$ cat src/rtl/gfx_pkg.sv
package gfx_pkg;
	localparam logic [15:0] IDX_PORT  = 16'h03ce;
	localparam logic [15:0] DATA_PORT = 16'h03cf;

	localparam logic [3:0] IX_FILL_COLOUR         = 4'h0;
	localparam logic [3:0] IX_FILL_PLANE_ENABLE   = 4'h1;
	localparam logic [3:0] IX_REFERENCE_COLOUR    = 4'h2;
	localparam logic [3:0] IX_ROTATE_AND_FUNCTION = 4'h3;
	localparam logic [3:0] IX_READ_PLANE_SELECT   = 4'h4;
	localparam logic [3:0] IX_GRAPHICS_MODE       = 4'h5;
	localparam logic [3:0] IX_MISC_GRAPHICS       = 4'h6;
	localparam logic [3:0] IX_COMPARE_IGNORE      = 4'h7;
	localparam logic [3:0] IX_PIXEL_WRITE_MASK    = 4'h8;
	localparam logic [3:0] NUM_CFG                = 4'h9;

	localparam logic [7:0] IDX_MASK = 8'h0f;
	localparam logic [7:0] CFG_MASK [9] = '{8'h0f, 8'h0f, 8'h0f, 8'h1f, 8'h03,
		8'h7b, 8'h0f, 8'h0f, 8'hff};
	localparam logic [7:0] CFG_RST [9] = '{8'h00, 8'h00, 8'h00, 8'h00, 8'h00,
		8'h00, 8'h00, 8'h00, 8'hff};

	localparam int GM_READ_MODE = 3;
	localparam int GM_ODD_EVEN  = 4;
	localparam int MISC_CHAIN   = 1;
	localparam int CHAIN_BIT    = 16;

	localparam logic [1:0] WM_LATCH = 2'h1;
	localparam logic [1:0] WM_COLOUR = 2'h2;
	localparam logic [1:0] WM_FILL  = 2'h3;

	localparam logic [19:0] WIN_A0 = 20'ha0000;
	localparam logic [19:0] WIN_AF = 20'haffff;
	localparam logic [19:0] WIN_B0 = 20'hb0000;
	localparam logic [19:0] WIN_B7 = 20'hb7fff;
	localparam logic [19:0] WIN_B8 = 20'hb8000;
	localparam logic [19:0] WIN_BF = 20'hbffff;

	localparam logic [7:0] MISS_DATA = 8'hff;
	localparam int FIFO_W = 32;
	localparam int FIFO_D = 8;

	typedef enum logic [4:0] {
		S_IDLE  = 5'h01,
		S_ISSUE = 5'h02,
		S_WAIT  = 5'h04,
		S_LATCH = 5'h08,
		S_DONE  = 5'h10
	} state_t;
endpackage

$ cat src/rtl/stream_if.sv
interface stream_if #(parameter int W = 32) ();
	logic         valid;
	logic         ready;
	logic [W-1:0] data;
	modport src (output valid, output data, input ready);
	modport snk (input valid, input data, output ready);
endinterface

$ cat src/rtl/gfx_fifo.sv
module gfx_fifo #(
	parameter int W = 32,
	parameter int D = 8
) (
	input wire logic clk_i,     // System clock
	input wire logic reset_n_i, // Synchronous reset, active low
	stream_if.snk    wr,        // Filling side
	stream_if.src    rd         // Draining side
);
	localparam int AW = $clog2(D);
	logic [W-1:0] mem [D];
	logic [AW-1:0] wp_reg;
	logic [AW-1:0] rp_reg;
	logic [AW:0]   cnt_reg;
	logic          room_reg;
	logic          push;
	logic          pop;
	logic [AW:0]   cnt_next;

	assign push     = wr.valid & room_reg;
	assign pop      = rd.ready & (cnt_reg != '0);
	assign cnt_next = cnt_reg + (AW+1)'(push) - (AW+1)'(pop);
	assign wr.ready = room_reg;
	assign rd.valid = cnt_reg != '0;
	assign rd.data  = mem[rp_reg];

	always_ff @(posedge clk_i) begin
		if (push)
			mem[wp_reg] <= wr.data;
	end

	always_ff @(posedge clk_i) begin
		if (!reset_n_i) begin
			wp_reg   <= '0;
			rp_reg   <= '0;
			cnt_reg  <= '0;
			room_reg <= 1'b1;
		end else begin
			if (push)
				wp_reg <= (wp_reg == AW'(D-1)) ? '0 : wp_reg + 1'b1;
			if (pop)
				rp_reg <= (rp_reg == AW'(D-1)) ? '0 : rp_reg + 1'b1;
			cnt_reg  <= cnt_next;
			// Registered so the ready seen outside comes from a flop
			room_reg <= cnt_next != (AW+1)'(D);
		end
	end
endmodule

$ cat src/rtl/planar_graphics_datapath.sv
// Summary of operation
// - Write mode 2 writes low four data bits as colour to masked pixels.
// - Every host memory read that hits the window loads all four plane bytes into the latches.
// - Function 00 passes data, 01 ANDs, 10 ORs, 11 XORs with latches.
// - Index register low four bits pick the register; upper bits read zero.
// - Write mode 2 ignores fill colour and enables but applies function.
// - Write mode 3 masks with rotated data ANDed with write mask; fill colour.
// - Write mode 3 mask 0 keeps latched pixel, 1 takes fill colour.
// - Mode bit 3 picks read mode: one plane byte or colour compare.
// - Compare read gives 1 per matching pixel; word reads compare both bytes.
// - Mode bit 4 set sends even addresses to planes 0,2, odd to 1,3.
// - Pattern 00 shifts each plane msb first onto its own video bit.
// - Pattern 01 emits two-bit pixels, plane 0 then 1, plane 2 then 3.
// - Pattern 1x emits four-bit pixels, nibbles of planes 0 to 3.
// - In pattern 00 without per-character reload, each shifter feeds the next lower one.
// - Chain bit replaces address bit 0 and uses it to pick planes.
// - Memory map field selects which host window hits display memory.
// - Compare-ignore bits drop reference bits at 0; compare read only.
// - Write mask 0 keeps latched bit in all planes, 1 lets data through.
module planar_graphics_datapath (
	input  wire logic        clk_sys_i,     // 25 MHz system clock
	input  wire logic        reset_n_i,     // Synchronous reset, active low
	input  wire logic        io_wr_i,       // I/O write strobe
	input  wire logic        io_rd_i,       // I/O read strobe
	input  wire logic [15:0] io_addr_i,     // I/O port address
	input  wire logic [7:0]  io_wdata_i,    // I/O write data
	output logic      [7:0]  io_rdata_o,    // I/O read data
	input  wire logic        mem_rd_i,      // Host memory read request
	input  wire logic        mem_wr_i,      // Host memory write request
	input  wire logic        mem_word_i,    // 16-bit access
	input  wire logic [19:0] mem_addr_i,    // Host byte address
	input  wire logic [15:0] mem_wdata_i,   // Host write data
	output logic      [15:0] mem_rdata_o,   // Host read data
	output logic             mem_ack_o,     // Access finished pulse
	output logic      [15:0] plane_addr_o,  // Plane memory address
	output logic             plane_rd_o,    // Plane read pulse
	output logic      [3:0]  plane_we_o,    // Per-plane write pulse
	output logic      [31:0] plane_wdata_o, // Plane write data
	input  wire logic [31:0] plane_rdata_i, // Plane read data
	input  wire logic [31:0] vid_data_i,    // Fetched plane word
	input  wire logic        vid_valid_i,   // Fetched word valid
	output logic             vid_ready_o,   // FIFO can take a word
	input  wire logic        shift_load_i,  // Shifter load pulse
	input  wire logic        dot_en_i,      // Pixel clock enable
	input  wire logic        shift_chain_i, // Shifters not reloaded per character
	output logic      [3:0]  video_o        // Serial pixel bits
);
	logic [7:0] idx_reg;
	logic [7:0] cfg_reg [9];
	logic [7:0] fill_colour;
	logic [7:0] fill_plane_enable;
	logic [7:0] reference_colour;
	logic [7:0] rotate_and_function;
	logic [7:0] read_plane_select;
	logic [7:0] graphics_mode_control;
	logic [7:0] misc_graphics_config;
	logic [7:0] compare_ignore_mask;
	logic [7:0] pixel_write_mask;

	assign fill_colour           = cfg_reg[gfx_pkg::IX_FILL_COLOUR];
	assign fill_plane_enable     = cfg_reg[gfx_pkg::IX_FILL_PLANE_ENABLE];
	assign reference_colour      = cfg_reg[gfx_pkg::IX_REFERENCE_COLOUR];
	assign rotate_and_function   = cfg_reg[gfx_pkg::IX_ROTATE_AND_FUNCTION];
	assign read_plane_select     = cfg_reg[gfx_pkg::IX_READ_PLANE_SELECT];
	assign graphics_mode_control = cfg_reg[gfx_pkg::IX_GRAPHICS_MODE];
	assign misc_graphics_config  = cfg_reg[gfx_pkg::IX_MISC_GRAPHICS];
	assign compare_ignore_mask   = cfg_reg[gfx_pkg::IX_COMPARE_IGNORE];
	assign pixel_write_mask      = cfg_reg[gfx_pkg::IX_PIXEL_WRITE_MASK];

	logic io_idx;
	logic io_dat;
	logic idx_ok;
	assign io_idx = io_addr_i == gfx_pkg::IDX_PORT;
	assign io_dat = io_addr_i == gfx_pkg::DATA_PORT;
	assign idx_ok = idx_reg[3:0] < gfx_pkg::NUM_CFG;

	always_ff @(posedge clk_sys_i) begin
		if (!reset_n_i)
			idx_reg <= '0;
		else if (io_wr_i && io_idx)
			idx_reg <= io_wdata_i & gfx_pkg::IDX_MASK;
	end

	always_ff @(posedge clk_sys_i) begin
		if (!reset_n_i) begin
			for (int i = 0; i < 9; i++)
				cfg_reg[i] <= gfx_pkg::CFG_RST[i];
		end else if (io_wr_i && io_dat && idx_ok) begin
			cfg_reg[idx_reg[3:0]] <= io_wdata_i & gfx_pkg::CFG_MASK[idx_reg[3:0]];
		end
	end

	always_ff @(posedge clk_sys_i) begin
		if (!reset_n_i)
			io_rdata_o <= '0;
		else if (io_rd_i && io_idx)
			io_rdata_o <= idx_reg;
		else if (io_rd_i && io_dat && idx_ok)
			io_rdata_o <= cfg_reg[idx_reg[3:0]];
		else if (io_rd_i)
			io_rdata_o <= '0;
	end

	// Host access sequencing; a word access runs as two byte passes
	gfx_pkg::state_t state_reg;
	logic        is_wr_reg;
	logic        word_reg;
	logic        hi_reg;
	logic [19:0] addr_reg;
	logic [15:0] data_reg;
	logic [3:0][7:0] lat_reg;
	logic [19:0] cur_addr;
	logic        hit;
	logic [16:0] off;
	logic [15:0] paddr;
	logic        split;
	logic [3:0]  we_mask;
	logic [7:0]  wb;
	logic        last;

	assign cur_addr = addr_reg + {19'h0, hi_reg};
	assign wb       = hi_reg ? data_reg[15:8] : data_reg[7:0];
	assign last     = !word_reg || hi_reg;

	always_comb begin
		hit = 1'b0;
		off = '0;
		case (misc_graphics_config[3:2])
			2'b00: begin
				hit = cur_addr >= gfx_pkg::WIN_A0 && cur_addr <= gfx_pkg::WIN_BF;
				off = 17'(cur_addr - gfx_pkg::WIN_A0);
			end
			2'b01: begin
				hit = cur_addr >= gfx_pkg::WIN_A0 && cur_addr <= gfx_pkg::WIN_AF;
				off = 17'(cur_addr - gfx_pkg::WIN_A0);
			end
			2'b10: begin
				hit = cur_addr >= gfx_pkg::WIN_B0 && cur_addr <= gfx_pkg::WIN_B7;
				off = 17'(cur_addr - gfx_pkg::WIN_B0);
			end
			default: begin
				hit = cur_addr >= gfx_pkg::WIN_B8 && cur_addr <= gfx_pkg::WIN_BF;
				off = 17'(cur_addr - gfx_pkg::WIN_B8);
			end
		endcase
	end

	// Chained mode: bit 0 comes from a higher offset bit, original bit 0 picks planes
	assign paddr = misc_graphics_config[gfx_pkg::MISC_CHAIN] ?
		{off[15:1], off[gfx_pkg::CHAIN_BIT]} : off[15:0];
	assign split = graphics_mode_control[gfx_pkg::GM_ODD_EVEN] |
		misc_graphics_config[gfx_pkg::MISC_CHAIN];
	assign we_mask = !split ? 4'hf : (cur_addr[0] ? 4'ha : 4'h5);

	// Write datapath
	logic [1:0]  wmode;
	logic [1:0]  func;
	logic [15:0] rot2;
	logic [7:0]  rot;
	logic [7:0]  pmask;
	logic [3:0][7:0] wdata;
	assign wmode = graphics_mode_control[1:0];
	assign func  = rotate_and_function[4:3];
	assign rot2  = {wb, wb} >> rotate_and_function[2:0];
	assign rot   = rot2[7:0];
	assign pmask = (wmode == gfx_pkg::WM_FILL) ? (rot & pixel_write_mask) :
		pixel_write_mask;

	genvar p;
	generate
		for (p = 0; p < 4; p++) begin : g_plane
			logic [7:0] src;
			logic [7:0] alu;
			logic [7:0] val;
			always_comb begin
				case (wmode)
					2'b00: src = fill_plane_enable[p] ? {8{fill_colour[p]}} : rot;
					gfx_pkg::WM_COLOUR: src = {8{wb[p]}};
					default: src = rot;
				endcase
				case (func)
					2'b01: alu = src & lat_reg[p];
					2'b10: alu = src | lat_reg[p];
					2'b11: alu = src ^ lat_reg[p];
					default: alu = src;
				endcase
				case (wmode)
					gfx_pkg::WM_LATCH: val = lat_reg[p];
					gfx_pkg::WM_FILL: val = {8{fill_colour[p]}};
					default: val = alu;
				endcase
			end
			assign wdata[p] = (val & pmask) | (lat_reg[p] & ~pmask);
		end
	endgenerate

	// Read datapath
	logic [7:0] cmp;
	logic [1:0] rsel;
	logic [7:0] rbyte;
	genvar b;
	generate
		for (b = 0; b < 8; b++) begin : g_cmp
			assign cmp[b] = ~|(({plane_rdata_i[24+b], plane_rdata_i[16+b],
				plane_rdata_i[8+b], plane_rdata_i[b]} ^ reference_colour[3:0]) &
				compare_ignore_mask[3:0]);
		end
	endgenerate
	assign rsel  = split ? {read_plane_select[1], cur_addr[0]} : read_plane_select[1:0];
	assign rbyte = graphics_mode_control[gfx_pkg::GM_READ_MODE] ? cmp :
		plane_rdata_i[rsel*8 +: 8];

	always_ff @(posedge clk_sys_i) begin
		if (!reset_n_i) begin
			state_reg <= gfx_pkg::S_IDLE;
			is_wr_reg <= 1'b0;
			word_reg  <= 1'b0;
			hi_reg    <= 1'b0;
			addr_reg  <= '0;
			data_reg  <= '0;
		end else begin
			case (state_reg)
				gfx_pkg::S_IDLE: if (mem_rd_i || mem_wr_i) begin
					is_wr_reg <= mem_wr_i;
					word_reg  <= mem_word_i;
					hi_reg    <= 1'b0;
					addr_reg  <= mem_addr_i;
					data_reg  <= mem_wdata_i;
					state_reg <= gfx_pkg::S_ISSUE;
				end
				gfx_pkg::S_ISSUE: begin
					if (hit && !is_wr_reg)
						state_reg <= gfx_pkg::S_WAIT;
					else if (last)
						state_reg <= gfx_pkg::S_DONE;
					else
						hi_reg <= 1'b1;
				end
				gfx_pkg::S_WAIT: state_reg <= gfx_pkg::S_LATCH;
				gfx_pkg::S_LATCH: begin
					if (last) begin
						state_reg <= gfx_pkg::S_DONE;
					end else begin
						hi_reg    <= 1'b1;
						state_reg <= gfx_pkg::S_ISSUE;
					end
				end
				gfx_pkg::S_DONE: state_reg <= gfx_pkg::S_IDLE;
				default: state_reg <= gfx_pkg::S_IDLE;
			endcase
		end
	end

	always_ff @(posedge clk_sys_i) begin
		if (!reset_n_i)
			lat_reg <= '0;
		else if (state_reg == gfx_pkg::S_LATCH)
			lat_reg <= plane_rdata_i;
	end

	always_ff @(posedge clk_sys_i) begin
		if (!reset_n_i) begin
			plane_addr_o  <= '0;
			plane_rd_o    <= 1'b0;
			plane_we_o    <= '0;
			plane_wdata_o <= '0;
		end else begin
			plane_rd_o <= 1'b0;
			plane_we_o <= '0;
			if (state_reg == gfx_pkg::S_ISSUE && hit) begin
				plane_addr_o <= paddr;
				if (is_wr_reg) begin
					plane_we_o    <= we_mask;
					plane_wdata_o <= wdata;
				end else begin
					plane_rd_o <= 1'b1;
				end
			end
		end
	end

	always_ff @(posedge clk_sys_i) begin
		if (!reset_n_i) begin
			mem_rdata_o <= '0;
			mem_ack_o   <= 1'b0;
		end else begin
			mem_ack_o <= state_reg == gfx_pkg::S_DONE;
			if (state_reg == gfx_pkg::S_IDLE && mem_rd_i)
				mem_rdata_o <= '0;
			else if ((state_reg == gfx_pkg::S_ISSUE && !hit && !is_wr_reg) ||
				state_reg == gfx_pkg::S_LATCH) begin
				if (hi_reg)
					mem_rdata_o[15:8] <= hit ? rbyte : gfx_pkg::MISS_DATA;
				else
					mem_rdata_o[7:0] <= hit ? rbyte : gfx_pkg::MISS_DATA;
			end
		end
	end

	// Video serialiser fed through the plane-word FIFO
	stream_if #(.W(gfx_pkg::FIFO_W)) vin ();
	stream_if #(.W(gfx_pkg::FIFO_W)) vout ();
	assign vin.valid   = vid_valid_i;
	assign vin.data    = vid_data_i;
	assign vid_ready_o = vin.ready;
	assign vout.ready  = shift_load_i;

	gfx_fifo #(.W(gfx_pkg::FIFO_W), .D(gfx_pkg::FIFO_D)) u_fifo (
		.clk_i     (clk_sys_i),
		.reset_n_i (reset_n_i),
		.wr        (vin),
		.rd        (vout)
	);

	logic [3:0][7:0] sr_reg;
	logic [3:0][7:0] sh1;
	logic [3:0][7:0] sh2;
	logic [3:0][7:0] sh4;
	logic [1:0]      pat;
	assign pat = graphics_mode_control[6:5];

	genvar s;
	generate
		for (s = 0; s < 4; s++) begin : g_shift
			if (s < 3) begin : g_link
				assign sh1[s] = {sr_reg[s][6:0], shift_chain_i & sr_reg[s+1][7]};
			end else begin : g_top
				assign sh1[s] = {sr_reg[s][6:0], 1'b0};
			end
		end
	endgenerate
	assign sh2 = {{sr_reg[3][5:0], 2'b00}, {sr_reg[2][5:0], sr_reg[3][7:6]},
		{sr_reg[1][5:0], 2'b00}, {sr_reg[0][5:0], sr_reg[1][7:6]}};
	assign sh4 = {{sr_reg[3][3:0], 4'h0}, {sr_reg[2][3:0], sr_reg[3][7:4]},
		{sr_reg[1][3:0], sr_reg[2][7:4]}, {sr_reg[0][3:0], sr_reg[1][7:4]}};

	always_ff @(posedge clk_sys_i) begin
		if (!reset_n_i) begin
			sr_reg <= '0;
		end else if (shift_load_i) begin
			// An empty FIFO at load time blanks the character rather than stalling
			sr_reg <= vout.valid ? vout.data : '0;
		end else if (dot_en_i) begin
			case (pat)
				2'b00: sr_reg <= sh1;
				2'b01: sr_reg <= sh2;
				default: sr_reg <= sh4;
			endcase
		end
	end

	always_ff @(posedge clk_sys_i) begin
		if (!reset_n_i) begin
			video_o <= '0;
		end else if (dot_en_i && !shift_load_i) begin
			case (pat)
				2'b00: video_o <= {sr_reg[3][7], sr_reg[2][7], sr_reg[1][7],
					sr_reg[0][7]};
				2'b01: video_o <= {sr_reg[2][7:6], sr_reg[0][7:6]};
				default: video_o <= sr_reg[0][7:4];
			endcase
		end
	end

	logic issue_wr;
	assign issue_wr = state_reg == gfx_pkg::S_ISSUE && hit && is_wr_reg;
endmodule

$ cat config.mk
export PLATFORM = sky130hd
export DESIGN_NAME = planar_graphics_datapath
export DESIGN_NICKNAME = d
export VERILOG_FILES = /design/src/rtl/gfx_pkg.sv /design/src/rtl/stream_if.sv /design/src/rtl/gfx_fifo.sv /design/src/rtl/planar_graphics_datapath.sv
export SDC_FILE = /design/constraint.sdc
export NUM_CORES = 1
export LEC_CHECK = 0
export ABC_CLOCK_PERIOD_IN_PS = 13000
export BUFFER_PORTS_ARGS = -buffer_cell sky130_fd_sc_hd__buf_2
export CAP_MARGIN = 10
export CORE_UTILIZATION = 45
export DETAILED_ROUTE_END_ITERATION = 6
export SETUP_SLACK_MARGIN = 0.02
export SKIP_LAST_GASP = 1
export SLEW_MARGIN = 20
export SYNTH_ARGS = -nofsm -noshare
export SYNTH_HDL_FRONTEND = slang
export SYNTH_HIERARCHICAL = 1
export SYNTH_SLANG_ARGS = --single-unit
$ cat constraint.sdc
create_clock -name clk_sys_i -period 13 [get_ports clk_sys_i]
set_input_delay 0.65 -clock clk_sys_i [delete_from_list [all_inputs] [get_ports clk_sys_i]]
set_output_delay 0.65 -clock clk_sys_i [all_outputs]
set_load 0.02 [all_outputs]
==> results_dict.tcl <==
set metrics [dict create \
    synthFlopType "edfxtp_1" \
    cts_made_buffers 61 \
    place_area_sq_um 30600 \
    grt_pass1_wl_um 114000 \
    critical_path_class "reg2reg" \
    via_count 19715 \
    synth_compound_gate_area_share_pct 10.1 \
    tritoncts "built" \
    status "finished, violations left" \
    pin_count 218 \
    gp_congestion 0.941 \
    grt_pass1_vias 19256 \
    drv_cap 0 \
    worst_pin_slew_ps 1090 \
    ys_seq_elements 594 \
    synth_edf_count 384 \
    post_drt_wl_per_cell_um 21.4 \
    cp-start-kind "flop" \
    firstDrtPassIters 7 \
    area_growth_syn_to_layout_pct 14.3 \
    synthesis.area_sq_um 28600 \
    synth_cell_types 75 \
    setup_viol 0 \
    hold_path.class "in2reg" \
    largest_reg_flops 256 \
    fmax_mhz 213 \
    cts_setup_buffers 0 \
    syn_inst 2353 \
    rrSetupSlack_ps 8310 \
    finalSetupTns_ps 0 \
    cts_resized 0 \
    drtIter0Drc 1641 \
    cts_root_buffer "clkbuf_16" \
    die_w_um 254 \
    dpl.hpwl_um 50000 \
    row_count 91 \
    fin_area_sq_um 32600 \
    num-nets-final 2803 \
    clock_path_buffers 3 \
    seq_area_frac_synth_pct 55.1 \
    slew_headroom_pct 26.9 \
    core_area_sq_um 62200 \
    synth_xor_xnor_area_share_pct 1.80 \
    min_path_cells 3 \
    slowest_delay_ps 620 \
    initial_core_util_pct 45.9 \
    synthSimpleGateAreaFrac_pct 9.94 \
    timing.final.crit_share_pct 36.1 \
    leakagePower_nw 12.3 \
    antenna_found_initial 13 \
    insertion_delay_ps 670 \
    via_per_inst 5.67 \
    holdBufCountCts 0 \
    fin_worst_skew_ps 48.6 \
    cp.arrival_ps 5210 \
    wl_um 74500 \
    end_kind "flop" \
    die_y_um 254 \
    irDropWorstVdd_mv 0.119 \
    finalMaxSlewViolations 0 \
    crit_chain "buf_4, ha_1, ha_1, nand4_1, nor4_1, xnor2_1, inv_1, ha_1, nand4b_1, nor4_1, nand3_1, nor4_1, o2111a_2, buf_4, o211ai_1, o211a_1" \
    synth_top_family_by_area "multiplexers" \
    drc 4 \
    drtAntennaViolNets 0 \
    yosysWarnings 6 \
    synth_mux_area_share_pct 15.5 \
    cp_slowest_cell "nor4_1" \
    grt_use_total_pct 23.1 \
    drive_above_1_share_pct 19.5 \
    fin_crit_ps 4690 \
    syn_area_per_cell_sq_um 12.1 \
    grt_max_degree 78 \
    clock_sinks 594 \
    hold_viol 0 \
    p_per_area_nw_per_um2 150 \
    clkSlewWorstSetupHoldPaths_ps 60 \
    r2r_cells 16 \
    htree_num_levels 2 \
    cp_max_fo 66 \
    required_ps 13520 \
    die_area_sq_um 64500 \
    port_buffers 217 \
    ys_async_sr_fraction_pct 0 \
    rsz0062_at_grt "no" \
    synth-adder-area-share_pct 3.40 \
    violations "design-rule violations" \
    overflow 0 \
]
==> placed cells by master (no fill, tap or decap), drive strengths merged, types with 7 or more instances in the layout <==
cell type and instances:
nor3 27, mux2i 87, a222oi 29, nor2 225, nor2b 12, a21oi 173
a2bb2oi 8, a21o 7, inv 122, and3 7, nand2 257, xor2 40
a211oi 70, a22oi 28, buf 250, a2111oi 20, nand4 8, nor4 12
dfxtp 210, edfxtp 384, or2 8, xnor2 16, ha 76, nand3 29
clkinv 23, clkbuf 87, o21ai 72, mux4 131, nand2b 19, mux2 41
conb 87
==> cells in the mapped netlist (all sizes together) (27+ instances only) <==
cell | instances | area share [%]
edfxtp | 384 | 40
nand2 | 257 | 3.4
nor2 | 225 | 3.0
dfxtp | 210 | 15
a21oi | 173 | 3.1
mux4 | 131 | 11
inv | 122 | 1.6
clkbuf | 111 | 1.5
mux2i | 87 | 3.0
ha | 76 | 3.3
o21ai | 72 | 1.3
a211oi | 70 | 1.9
buf | 50 | 0.99
mux2 | 41 | 1.6
xor2 | 40 | 1.2
a222oi | 29 | 1.0
nand3 | 29 | 0.57
a22oi | 28 | 0.74
nor3 | 27 | 0.51
==> stage by stage <==
| step | utilization, % | setup slack [ps] | instances | hold slack [ps] | total power, mW |
|---|---|---|---|---|---|
| 6_report | 52.5 | 8310 | 3479 | 247 | 4.89 |
| 5_1_grt | 52.5 | 7840 | 3477 | 218 | 5.11 |
| 4_1_cts | 52.5 | 8260 | 3477 | 208 | 4.93 |
| 3_5_place_dp | 49.3 | 8300 | 3365 | 448 | 3.19 |
| 3_3_place_gp | 49.3 | 8500 | 3365 | 443 | 3.16 |
| 2_1_floorplan | - | 8570 | 2439 | 445 | 2.92 |
==> path summary, 6_finish.rpt <==
path / from / to
max: hi_reg / plane_wdata_o[22]
min: mem_addr_i[19] / addr_reg[19]
max reg2reg: hi_reg / plane_wdata_o[22]
min reg2reg: mem_rdata_o[0] / mem_rdata_o[0]
==> power breakdown <==
| part | internal (mW) | switching (mW) |
|---|---|---|
| clock network | 0.991 | 0.740 |
| registers | 2.15 | 0.115 |
| logic | 0.385 | 0.503 |
==> logic make-up (layout without fill, tap and decap cells) <==
group	after synthesis	count (layout)
AO/OA/AOI/OAI	443	443
XOR/XNOR	57	57
adder cells (fa/ha/maj)	77	77
buffers and inverters	286	487
flip-flops	594	594
multiplexers	259	259
other	1	89
AND/OR/NAND/NOR	636	636
==> worst max-delay path: cells and delay by family, from the launching register on <==
family          cells  cell delay, ps
flops               1             310
xor+xnor            1             160
buf+inv             3             960
compound gates      3             630
simple gates        6            1800
fa+ha+maj           3             650
==> routing by layer <==
layer	GRT usage (%)	share of wire, %
met2	36.9	47
met5	0	0.17
met3	4.74	7.1
met1	32.2	44
met4	5.75	2.3
==> cell type report <==
class / instances / area, sq um
Fill cell: 5490 / 29500
Antenna cell: 2 / 5.00
Sequential cell: 594 / 15700
Clock inverter: 25 / 300
Tap cell: 837 / 1050
Clock buffer: 87 / 1700
Multi-Input combinational cell: 1559 / 12000
Timing Repair Buffer: 250 / 1330
Inverter: 125 / 472
Note: power is estimated with default switching activity, not from simulation.
